## src/core/tpg_pkg.sv

```systemverilog
// Package for the test packet generator control block
package tpg_pkg;

    // ****************************************
    // Register map
    // ****************************************
    localparam logic [3:0] TPG_ADDR_CTRL = 4'h0;
    localparam logic [3:0] TPG_ADDR_PATTERN = 4'h1;
    localparam logic [3:0] TPG_ADDR_STATUS = 4'h2;
    localparam logic [15:0] TPG_CTRL_RESET = 16'h0000;
    localparam logic [15:0] TPG_PATTERN_RESET = 16'h0000;
    localparam logic [15:0] TPG_CTRL_WMASK = 16'hFF7F;

    // ****************************************
    // Control field positions
    // ****************************************
    localparam int TPG_CHANNEL_SELECT_HI = 15;
    localparam int TPG_CHANNEL_SELECT_LO = 14;
    localparam int TPG_MODE_BIT = 13;
    localparam int TPG_BURST_BIT = 12;
    localparam int TPG_GAP_HI = 11;
    localparam int TPG_GAP_LO = 10;
    localparam int TPG_CONT_HI = 9;
    localparam int TPG_CONT_LO = 8;
    localparam int TPG_SIZE_HI = 6;
    localparam int TPG_SIZE_LO = 4;
    localparam int TPG_MUX_HI = 3;
    localparam int TPG_MUX_LO = 2;
    localparam int TPG_START_BIT = 1;
    localparam int TPG_ENABLE_BIT = 0;

    // ****************************************
    // Codes
    // ****************************************
    localparam logic [1:0] TPG_CONT_RANDOM = 2'h0;
    localparam logic [1:0] TPG_CONT_INCR = 2'h1;
    localparam logic [1:0] TPG_CONT_PRESET = 2'h2;
    localparam logic [1:0] TPG_CONT_DEBUG = 2'h3;
    localparam logic [3:0] TPG_SRC_SYNC_TRACE = 4'h9;
    localparam logic [1:0] TPG_MUX_ZERO = 2'h0;
    localparam logic [1:0] TPG_MUX_ONE = 2'h1;
    localparam logic [2:0] TPG_SIZE_RANDOM = 3'h7;

    // Frame lengths in bytes, indexed by size code
    localparam logic [13:0] TPG_LEN_64 = 14'h0040;
    localparam logic [13:0] TPG_LEN_2048 = 14'h0800;
    localparam logic [13:0] TPG_LEN_256 = 14'h0100;
    localparam logic [13:0] TPG_LEN_4096 = 14'h1000;
    localparam logic [13:0] TPG_LEN_1024 = 14'h0400;
    localparam logic [13:0] TPG_LEN_1518 = 14'h05EE;
    localparam logic [13:0] TPG_LEN_9000 = 14'h2328;

    // Gap lengths in bit times
    localparam int TPG_GAP_BT0 = 48;
    localparam int TPG_GAP_BT1 = 96;
    localparam int TPG_GAP_BT2 = 960;
    localparam int TPG_GAP_BT3 = 9600;
    // One byte per clock: bit times to cycles
    localparam int TPG_BITS_PER_CYCLE = 8;

    localparam logic [13:0] TPG_CHUNK_PACKETS = 14'h2710;
    localparam logic [15:0] TPG_LFSR_SEED = 16'hACE1;

    // ****************************************
    // Types
    // ****************************************
    typedef struct packed {
        logic [3:0] addr;
        logic [15:0] wdata;
        logic wr;
        logic rd;
    } tpg_bus_req_type;

    typedef struct packed {
        logic [7:0] data;
        logic valid;
        logic sof;
        logic eof;
    } tpg_stream_type;

    typedef struct packed {
        logic [1:0] channel;
        logic [1:0] phase;
        logic [3:0] source;
        logic [1:0] sub_mode;
        logic sync_gen;
        logic trace_gen;
    } tpg_debug_cfg_type;

    typedef enum logic [3:0] {
        TPG_ST_IDLE = 4'b0001,
        TPG_ST_FRAME = 4'b0010,
        TPG_ST_GAP = 4'b0100,
        TPG_ST_DONE = 4'b1000
    } tpg_state_type;

endpackage

```

## src/core/tpg_lfsr.sv

```systemverilog
// Free-running pseudo-random byte source
`timescale 1ns/1ps
module tpg_lfsr
    import tpg_pkg::*;
#(
    parameter int WIDTH = 16
) (
    input wire logic sys_clk,
    input wire logic rst_n,
    input wire logic step,
    output logic [WIDTH-1:0] value
);

    logic [WIDTH-1:0] lfsr_reg;
    logic feedback;

    // Taps for a maximal 16-bit sequence
    assign feedback = lfsr_reg[15] ^ lfsr_reg[13] ^ lfsr_reg[12] ^ lfsr_reg[10];
    assign value = lfsr_reg;

    always_ff @(posedge sys_clk or negedge rst_n) begin
        if (!rst_n) begin
            lfsr_reg <= TPG_LFSR_SEED;
        end else if (step) begin
            lfsr_reg <= {lfsr_reg[WIDTH-2:0], feedback};
        end
    end

endmodule

```

## src/core/tpg_debug_seq.sv

```systemverilog
// Debug configuration sequencer for groups of four packets
`timescale 1ns/1ps
module tpg_debug_seq
    import tpg_pkg::*;
(
    input wire logic sys_clk,
    input wire logic rst_n,
    input wire logic restart,
    input wire logic frame_done,
    input wire logic burst_en,
    input wire logic [1:0] mux_opt,
    input wire logic [1:0] chan_sel,
    input wire logic [3:0] source,
    output tpg_debug_cfg_type cfg,
    output logic group_last
);

    logic [1:0] index_reg;
    logic auto_phase;
    logic auto_chan;

    assign auto_phase = burst_en && (mux_opt == TPG_MUX_ZERO);
    assign auto_chan = burst_en && (mux_opt == TPG_MUX_ONE);
    // Seen in the gap: index has already wrapped after the fourth packet
    assign group_last = (index_reg == 2'h0);

    // Channel select ignored in auto-channel burst
    assign cfg.channel = auto_chan ? index_reg : chan_sel;
    assign cfg.phase = auto_phase ? index_reg : 2'h0;
    assign cfg.source = source;
    // Sync/trace generation or sub-mode selection
    assign cfg.sync_gen = !burst_en && (source == TPG_SRC_SYNC_TRACE)
        && (mux_opt == TPG_MUX_ZERO);
    assign cfg.trace_gen = !burst_en && (source == TPG_SRC_SYNC_TRACE)
        && (mux_opt == TPG_MUX_ONE);
    assign cfg.sub_mode = mux_opt;

    always_ff @(posedge sys_clk or negedge rst_n) begin
        if (!rst_n) begin
            index_reg <= 2'h0;
        end else if (restart) begin
            index_reg <= 2'h0;
        end else if (frame_done) begin
            index_reg <= index_reg + 2'h1;
        end
    end

endmodule

```

## src/core/tpg_control.sv

```systemverilog
// Test packet generator control and frame sequencing
// Functional notes
// - Bits 15:14 pick debug channel A-D
// - Channel select ignored in auto-channel burst
// - Bit 13: continuous or single packet/burst
// - Bit 12 enables automatic burst-of-four configuration
// - Mux option 0 walks polyphases 0-3
// - Mux option 1 walks channels A-D
// - Burst single gives four with debug payload, else one; continuous repeats fours
// - Bits 11:10 pick gap 48/96/960/9600 bits
// - Bits 9:8 pick random/increment/preset/debug payload
// - Debug content takes its source from pattern register, channel and phase from control
// - Bit 7 reserved, reads zero
// - Bits 6:4 pick frame length
// - Length counts addresses, type, payload and check
// - Code 111 randomizes non-jumbo length
// - Bits 3:2 mux option, meaning from source
// - Source 1001: sync or trace, else sub-mode
// - Start bit with enable bit 0 set runs generation; chunks of 10000
`timescale 1ns/1ps
module tpg_control
    import tpg_pkg::*;
#(
    parameter logic [13:0] CHUNK_PACKETS = TPG_CHUNK_PACKETS
) (
    input wire logic sys_clk,
    input wire logic rst_n,
    input wire logic [3:0] bus_addr,
    input wire logic [15:0] bus_wdata,
    input wire logic bus_wr,
    input wire logic bus_rd,
    output logic [15:0] bus_rdata,
    output tpg_stream_type tx_stream,
    output tpg_debug_cfg_type debug_cfg,
    output logic running
);

    // ****************************************
    // Constants derived from gap lengths
    // ****************************************
    localparam logic [10:0] GAP_CYC0 = 11'(TPG_GAP_BT0 / TPG_BITS_PER_CYCLE);
    localparam logic [10:0] GAP_CYC1 = 11'(TPG_GAP_BT1 / TPG_BITS_PER_CYCLE);
    localparam logic [10:0] GAP_CYC2 = 11'(TPG_GAP_BT2 / TPG_BITS_PER_CYCLE);
    localparam logic [10:0] GAP_CYC3 = 11'(TPG_GAP_BT3 / TPG_BITS_PER_CYCLE);

    // ****************************************
    // Registers
    // ****************************************
    logic [15:0] ctrl_reg;
    logic [15:0] pattern_reg;
    logic [15:0] rdata_reg;
    tpg_state_type state_reg;
    tpg_state_type state_next;
    logic [13:0] byte_cnt_reg;
    logic [13:0] frame_len_reg;
    logic [13:0] pkt_cnt_reg;
    logic [10:0] gap_cnt_reg;
    logic [7:0] incr_reg;
    logic pat_sel_reg;
    tpg_stream_type stream_reg;
    tpg_debug_cfg_type dbg_reg;
    logic running_reg;
    logic start_d_reg;

    // ****************************************
    // Bus decode
    // ****************************************
    wire wr_ctrl = bus_wr && (bus_addr == TPG_ADDR_CTRL);
    wire wr_pattern = bus_wr && (bus_addr == TPG_ADDR_PATTERN);
    wire [15:0] status_word = {14'h0000, running_reg,
        state_reg != TPG_ST_IDLE};
    wire [15:0] rd_mux =
        (bus_addr == TPG_ADDR_CTRL) ? ctrl_reg :
        (bus_addr == TPG_ADDR_PATTERN) ? pattern_reg :
        (bus_addr == TPG_ADDR_STATUS) ? status_word : 16'h0000;

    // ****************************************
    // Field extraction
    // ****************************************
    wire [1:0] chan_sel = ctrl_reg[TPG_CHANNEL_SELECT_HI:TPG_CHANNEL_SELECT_LO];
    wire single_mode = ctrl_reg[TPG_MODE_BIT];
    wire burst_en = ctrl_reg[TPG_BURST_BIT];
    wire [1:0] gap_sel = ctrl_reg[TPG_GAP_HI:TPG_GAP_LO];
    wire [1:0] content = ctrl_reg[TPG_CONT_HI:TPG_CONT_LO];
    wire [2:0] size_sel = ctrl_reg[TPG_SIZE_HI:TPG_SIZE_LO];
    wire [1:0] mux_opt = ctrl_reg[TPG_MUX_HI:TPG_MUX_LO];
    wire start_bit = ctrl_reg[TPG_START_BIT];
    wire enable_bit = ctrl_reg[TPG_ENABLE_BIT];
    wire debug_sel = (content == TPG_CONT_DEBUG);
    // Debug source lives in the pattern register's low nibble
    wire [3:0] source = pattern_reg[3:0];

    // ****************************************
    // Pseudo-random source and debug sequencer
    // ****************************************
    logic [15:0] rnd;
    tpg_debug_cfg_type seq_cfg;
    logic group_last;
    wire byte_step = (state_reg == TPG_ST_FRAME);
    wire frame_end = byte_step && (byte_cnt_reg == frame_len_reg - 14'h1);
    wire go = start_bit && enable_bit;
    wire start_rise = go && !start_d_reg;

    tpg_lfsr #(
        .WIDTH(16)
    ) u_lfsr (
        .sys_clk(sys_clk),
        .rst_n(rst_n),
        .step(1'b1),
        .value(rnd)
    );

    tpg_debug_seq u_seq (
        .sys_clk(sys_clk),
        .rst_n(rst_n),
        .restart(start_rise),
        .frame_done(frame_end),
        .burst_en(burst_en),
        .mux_opt(mux_opt),
        .chan_sel(chan_sel),
        .source(source),
        .cfg(seq_cfg),
        .group_last(group_last)
    );

    // ****************************************
    // Frame length and gap selection
    // ****************************************
    logic [13:0] fixed_len;
    always_comb begin
        case (size_sel)
            3'h0: fixed_len = TPG_LEN_64;
            3'h1: fixed_len = TPG_LEN_2048;
            3'h2: fixed_len = TPG_LEN_256;
            3'h3: fixed_len = TPG_LEN_4096;
            3'h4: fixed_len = TPG_LEN_1024;
            3'h5: fixed_len = TPG_LEN_1518;
            3'h6: fixed_len = TPG_LEN_9000;
            default: fixed_len = TPG_LEN_1518;
        endcase
    end

    // Random pick among 256, 1024 and 1518 bytes, never jumbo
    logic [13:0] rand_len;
    always_comb begin
        case (rnd[1:0])
            2'h0: rand_len = TPG_LEN_256;
            2'h1: rand_len = TPG_LEN_1024;
            default: rand_len = TPG_LEN_1518;
        endcase
    end

    wire [13:0] next_len = (size_sel == TPG_SIZE_RANDOM) ? rand_len
        : fixed_len;

    logic [10:0] gap_cycles;
    always_comb begin
        case (gap_sel)
            2'h0: gap_cycles = GAP_CYC0;
            2'h1: gap_cycles = GAP_CYC1;
            2'h2: gap_cycles = GAP_CYC2;
            default: gap_cycles = GAP_CYC3;
        endcase
    end

    // ****************************************
    // Payload byte selection
    // ****************************************
    logic [7:0] payload;
    always_comb begin
        case (content)
            TPG_CONT_RANDOM: payload = rnd[7:0];
            TPG_CONT_INCR: payload = incr_reg;
            TPG_CONT_PRESET: payload = pat_sel_reg ? pattern_reg[15:8]
                : pattern_reg[7:0];
            default: payload = {seq_cfg.channel, seq_cfg.phase,
                seq_cfg.source};
        endcase
    end

    // ****************************************
    // Sequencing decisions
    // ****************************************
    // Single mode stops after one packet, or after a group of four
    wire single_done = single_mode && (!(burst_en && debug_sel)
        || group_last);
    wire chunk_done = (pkt_cnt_reg == CHUNK_PACKETS - 14'h1);
    wire gap_done = (gap_cnt_reg == gap_cycles - 11'h1);

    always_comb begin
        state_next = state_reg;
        case (state_reg)
            TPG_ST_IDLE: begin
                if (start_rise) begin
                    state_next = TPG_ST_FRAME;
                end
            end
            TPG_ST_FRAME: begin
                if (frame_end) begin
                    state_next = TPG_ST_GAP;
                end
            end
            TPG_ST_GAP: begin
                if (!go) begin
                    state_next = TPG_ST_IDLE;
                end else if (gap_done) begin
                    state_next = single_done ? TPG_ST_DONE
                        : TPG_ST_FRAME;
                end
            end
            TPG_ST_DONE: begin
                if (!go) begin
                    state_next = TPG_ST_IDLE;
                end
            end
            default: state_next = TPG_ST_IDLE;
        endcase
    end

    // ****************************************
    // Register writes and readback
    // ****************************************
    always_ff @(posedge sys_clk or negedge rst_n) begin
        if (!rst_n) begin
            ctrl_reg <= TPG_CTRL_RESET;
            pattern_reg <= TPG_PATTERN_RESET;
            rdata_reg <= 16'h0000;
        end else begin
            if (wr_ctrl) begin
                ctrl_reg <= bus_wdata & TPG_CTRL_WMASK;
            end
            if (wr_pattern) begin
                pattern_reg <= bus_wdata;
            end
            rdata_reg <= bus_rd ? rd_mux : 16'h0000;
        end
    end

    // ****************************************
    // Frame state and counters
    // ****************************************
    always_ff @(posedge sys_clk or negedge rst_n) begin
        if (!rst_n) begin
            state_reg <= TPG_ST_IDLE;
            start_d_reg <= 1'b0;
            byte_cnt_reg <= 14'h0;
            frame_len_reg <= TPG_LEN_64;
            gap_cnt_reg <= 11'h0;
            pkt_cnt_reg <= 14'h0;
        end else begin
            state_reg <= state_next;
            start_d_reg <= go;
            if (state_next == TPG_ST_FRAME && state_reg != TPG_ST_FRAME) begin
                frame_len_reg <= next_len;
                byte_cnt_reg <= 14'h0;
            end else if (byte_step) begin
                byte_cnt_reg <= byte_cnt_reg + 14'h1;
            end
            gap_cnt_reg <= (state_reg == TPG_ST_GAP) ?
                gap_cnt_reg + 11'h1 : 11'h0;
            if (start_rise) begin
                pkt_cnt_reg <= 14'h0;
            end else if (frame_end) begin
                pkt_cnt_reg <= chunk_done ? 14'h0 : pkt_cnt_reg + 14'h1;
            end
        end
    end

    // ****************************************
    // Payload generators and stream output
    // ****************************************
    always_ff @(posedge sys_clk or negedge rst_n) begin
        if (!rst_n) begin
            incr_reg <= 8'h00;
            pat_sel_reg <= 1'b0;
            stream_reg <= '0;
            dbg_reg <= '0;
            running_reg <= 1'b0;
        end else begin
            incr_reg <= byte_step ? incr_reg + 8'h01 : 8'h00;
            pat_sel_reg <= byte_step ? !pat_sel_reg : 1'b0;
            stream_reg.valid <= byte_step;
            stream_reg.data <= byte_step ? payload : 8'h00;
            stream_reg.sof <= byte_step && (byte_cnt_reg == 14'h0);
            stream_reg.eof <= frame_end;
            dbg_reg <= seq_cfg;
            running_reg <= (state_next == TPG_ST_FRAME)
                || (state_next == TPG_ST_GAP);
        end
    end

    assign bus_rdata = rdata_reg;
    assign tx_stream = stream_reg;
    assign debug_cfg = dbg_reg;
    assign running = running_reg;

endmodule

```

## config.mk

```make
export PLATFORM = sky130hd
export DESIGN_NAME = tpg_control
export DESIGN_NICKNAME = d
export VERILOG_FILES = /design/src/core/tpg_pkg.sv /design/src/core/tpg_lfsr.sv /design/src/core/tpg_debug_seq.sv /design/src/core/tpg_control.sv
export SDC_FILE = /design/constraint.sdc
export NUM_CORES = 1
export LEC_CHECK = 0
export BUFFER_PORTS_ARGS = -buffer_cell sky130_fd_sc_hd__buf_2
export CAP_MARGIN = 20
export CORE_ASPECT_RATIO = 1.75
export CORE_MARGIN = 5
export CORE_UTILIZATION = 53
export CTS_CLUSTER_DIAMETER = 60
export DETAILED_ROUTE_END_ITERATION = 8
export GPL_ROUTABILITY_DRIVEN = 0
export GPL_TIMING_DRIVEN = 0
export PLACE_DENSITY = 0.78
export SLEW_MARGIN = 20
export SYNTH_ARGS = -nofsm -noshare
export SYNTH_HDL_FRONTEND = slang
export SYNTH_HIERARCHICAL = 1
export SYNTH_SLANG_ARGS = --single-unit
export TNS_END_PERCENT = 30
```

## constraint.sdc

```tcl
create_clock -name sys_clk -period 2.5 [get_ports sys_clk]
set_input_delay 0.25 -clock sys_clk [delete_from_list [all_inputs] [get_ports sys_clk]]
set_output_delay 0.25 -clock sys_clk [all_outputs]
set_load 0.05 [all_outputs]
```

==> run metrics <==
Final Max Tran Viols=0; largest net degree at the start of global routing=approximately 90; Reg area=about 0.0034 mm²; r2r worst-path depth=7; Multi-input gate area=~0.0027 mm²; vias in the first global route=4,721; worst setup path end=frame_len_reg[11]; RR Endpoint=frame_len_reg[11]; number of synthesis warnings=6; Chip Height=roughly 150 µm; Starting Density=0.534; dominant synthesized flop cell=dfrtp_1; FILL cells=between 800 and 900; H-tree depth=4; FF-to-FF Start=ctrl_reg[11]; critical path arrival=~2.7 ns; critical path data required time=2.80 ns; Synth Register Bits=approximately 140; Routed WL per cell=19.8 µm; startpoint types=flop; synthesized area=~0.0063 mm²; Routed Antenna Nets=0; CTS tree=yes; first-pass detailed-route iteration total=4; Skew-Pair Late Insertion Delay=between 0.4 and 0.5 ns; asr flop ratio synth=1.00; crit path max fanout=9; Clock Skews=0.00512 ns; Worst path slowest cell=or4_1; die area=around 0.014 mm²; RSZ-0062 raised after global routing=yes; first-pass GRT wire length=~25 mm; Synth top area share=0.498; GRT Total Usage=0.222; crit path from=ctrl_reg[11]; Final Net Count=between 600 and 700; diode count=0; CTS root buf=clkbuf_16; crit end category=flop; pre-CTS WS=-0.368 ns; dpl hpwl=a little over 10 mm; Final Total Pwr=7.79 mW; Via density=between 5 and 6; Synth Instances=between 500 and 600; WS Path Type=reg2reg; Num Clock Sinks=approximately 140; R2R setup slack=0.06 ns; initial antenna violation count=0; Port Buffers=62; most common cell in the synthesized netlist=dfrtp_1; CTS Buf Count=17; drt drc=0; Synth Net Count=553; Final Hold Vio Count=0; # setup viols final=0; register area share after synthesis=0.539; Leakage Power=between 3 and 4 nW; Remaining Overflow, GRT=0; Die Width=92.6 µm; Mapped Avg Cell Area=roughly 12 µm²; Layout area overhead=20.7%; I/O Pins=64; minimum clock period=between 2 and 2.5 ns; Fmax=0.409 GHz; Area contributors post-synth=dfrtp_1 (50%), mux2_2 (9.4%), dfstp_2 (4.1%), xor2_1 (2.9%), mux4_2 (2.8%); EDFF count, synth=0; Synth area leader=dfrtp_1; Worst-Margin Slew=0.877 ns; Max VDD drop=~0.00047 V; Max-slew headroom=0.411; Max-Cap Viols=0; status=complete, no violations; DRT iter0 DRCs=slightly above 200; final worst setup slack=0.0554 ns; Post-synth top cells=dfrtp_1 (126), mux2_2 (53), nor2_1 (43); area of the core=0.0119 mm²; share of cells above drive strength 1=0.323; Reg clk slew, reported paths=approximately 0.050 ns; Clock Path Buffers=2; DRT Wirelength=between 15 and 20 mm; CP cell instances=buf_6, or4_1, a2111o_1, buf_4, o21ai_4, buf_12, mux2_2; max incr delay on CP=0.52 ns; Hold Path Depth=2; final worst path period share=0.978; via count=~4,500; Netlist cell types=53; Hold Crit Class=in2reg; power per cell area=roughly 1000 mW/mm²; row cnt=53
## cells by family after synthesis
group,Yosys count,share of synthesized area
buf+inv,46,0.0371
xor+xnor,38,0.0525
simple gates,157,0.133
mux,74,0.151
flops,136,0.539
other cells,1,0.000592
fa+ha+maj,7,0.0138
compound gates,63,0.0725
## area by class of cell
class | instances | share of cell area
Inverter | 13 | 0.00638
Clock inverter | 8 | 0.0249
Multi-Input combinational cell | 340 | 0.358
Tap cell | 137 | 0.0224
Sequential cell | 136 | 0.447
Timing Repair Buffer | 69 | 0.0533
Clock buffer | 24 | 0.0630
Buffer | 33 | 0.0249
## power by group
part	switching [mW]	internal (mW)	leakage [nW]
logic	0.954	0.946	1.46
registers	0.399	2.64	1.77
clock network	0.901	1.95	0.328
## routing by layer
layer  vias to the layer above  share of wire  track usage
li1                       2030              -            -
met1                      2288           0.37        0.243
met2                       122           0.55        0.401
met3                        40          0.044       0.0530
met4                         0          0.036       0.0999
met5                         -              0            0
## placed cells by master (no fill, tap or decap), drive strengths merged, types with 4 or more instances in the layout
cell | Yosys | final
nor2 | 43 | 43
xnor2 | 17 | 17
xor2 | 21 | 21
clkbuf | 22 | 46
inv | 13 | 13
o2111ai | 6 | 6
dfrtp | 126 | 126
a21oi | 5 | 5
nand2b | 5 | 5
and3 | 10 | 10
ha | 7 | 7
nand4 | 8 | 8
bufinv | 0 | 6
mux4 | 8 | 8
nor4 | 4 | 4
nand2 | 24 | 24
a22o | 13 | 13
a31oi | 4 | 4
o21ai | 17 | 17
dfstp | 10 | 10
or4 | 4 | 4
buf | 11 | 79
nor4b | 5 | 5
nor3 | 6 | 6
and2 | 11 | 11
nand3 | 15 | 15
mux2 | 63 | 63
or3 | 8 | 8
## worst min-delay path by stage
stage	startpoint	end	slack, ns
after global routing	bus_wdata[7]	pattern_reg[7]	0.06
after floorplan	rst_n	bus_rdata[0]	-0.05
after detailed placement	rst_n	u_lfsr/value[9]	0.18
after CTS	bus_wdata[7]	pattern_reg[7]	0.06
final	bus_wdata[7]	pattern_reg[7]	0.07
after global placement	u_lfsr/value[14]	u_lfsr/value[15]	0.48
## critical path, delay by kind of cell (launching register included)
kind,cells,cell delay (ns)
multiplexers,1,0.33
flip-flops,1,0.39
buffers and inverters,3,0.49
AO/OA/AOI/OAI,2,0.59
AND/OR/NAND/NOR,1,0.52
## timing repair
item | in CTS | in global routing
setup buffers | 0 | 5
hold endpoints to repair | 39 | 0
pin swaps | 2 | 4
setup endpoints to repair | 11 | 19
hold buffers | 1 | 0
gates resized for setup | 5 | 6
## stage by stage
stage	cell area (µm²)	instances	TNS (ns)	hold slack [ns]	utilization
5_1_grt	7650	760	-0.0260	0.0625	0.644
2_1_floorplan	6340	522	0	-0.0456	-
6_report	7650	760	0	0.0713	0.644
4_1_cts	7570	755	-0.0348	0.0586	0.638
3_3_place_gp	6820	721	-59.78	0.483	0.575
3_5_place_dp	6860	722	-0.896	0.177	0.578
Note: power is estimated with default switching activity, not from simulation.
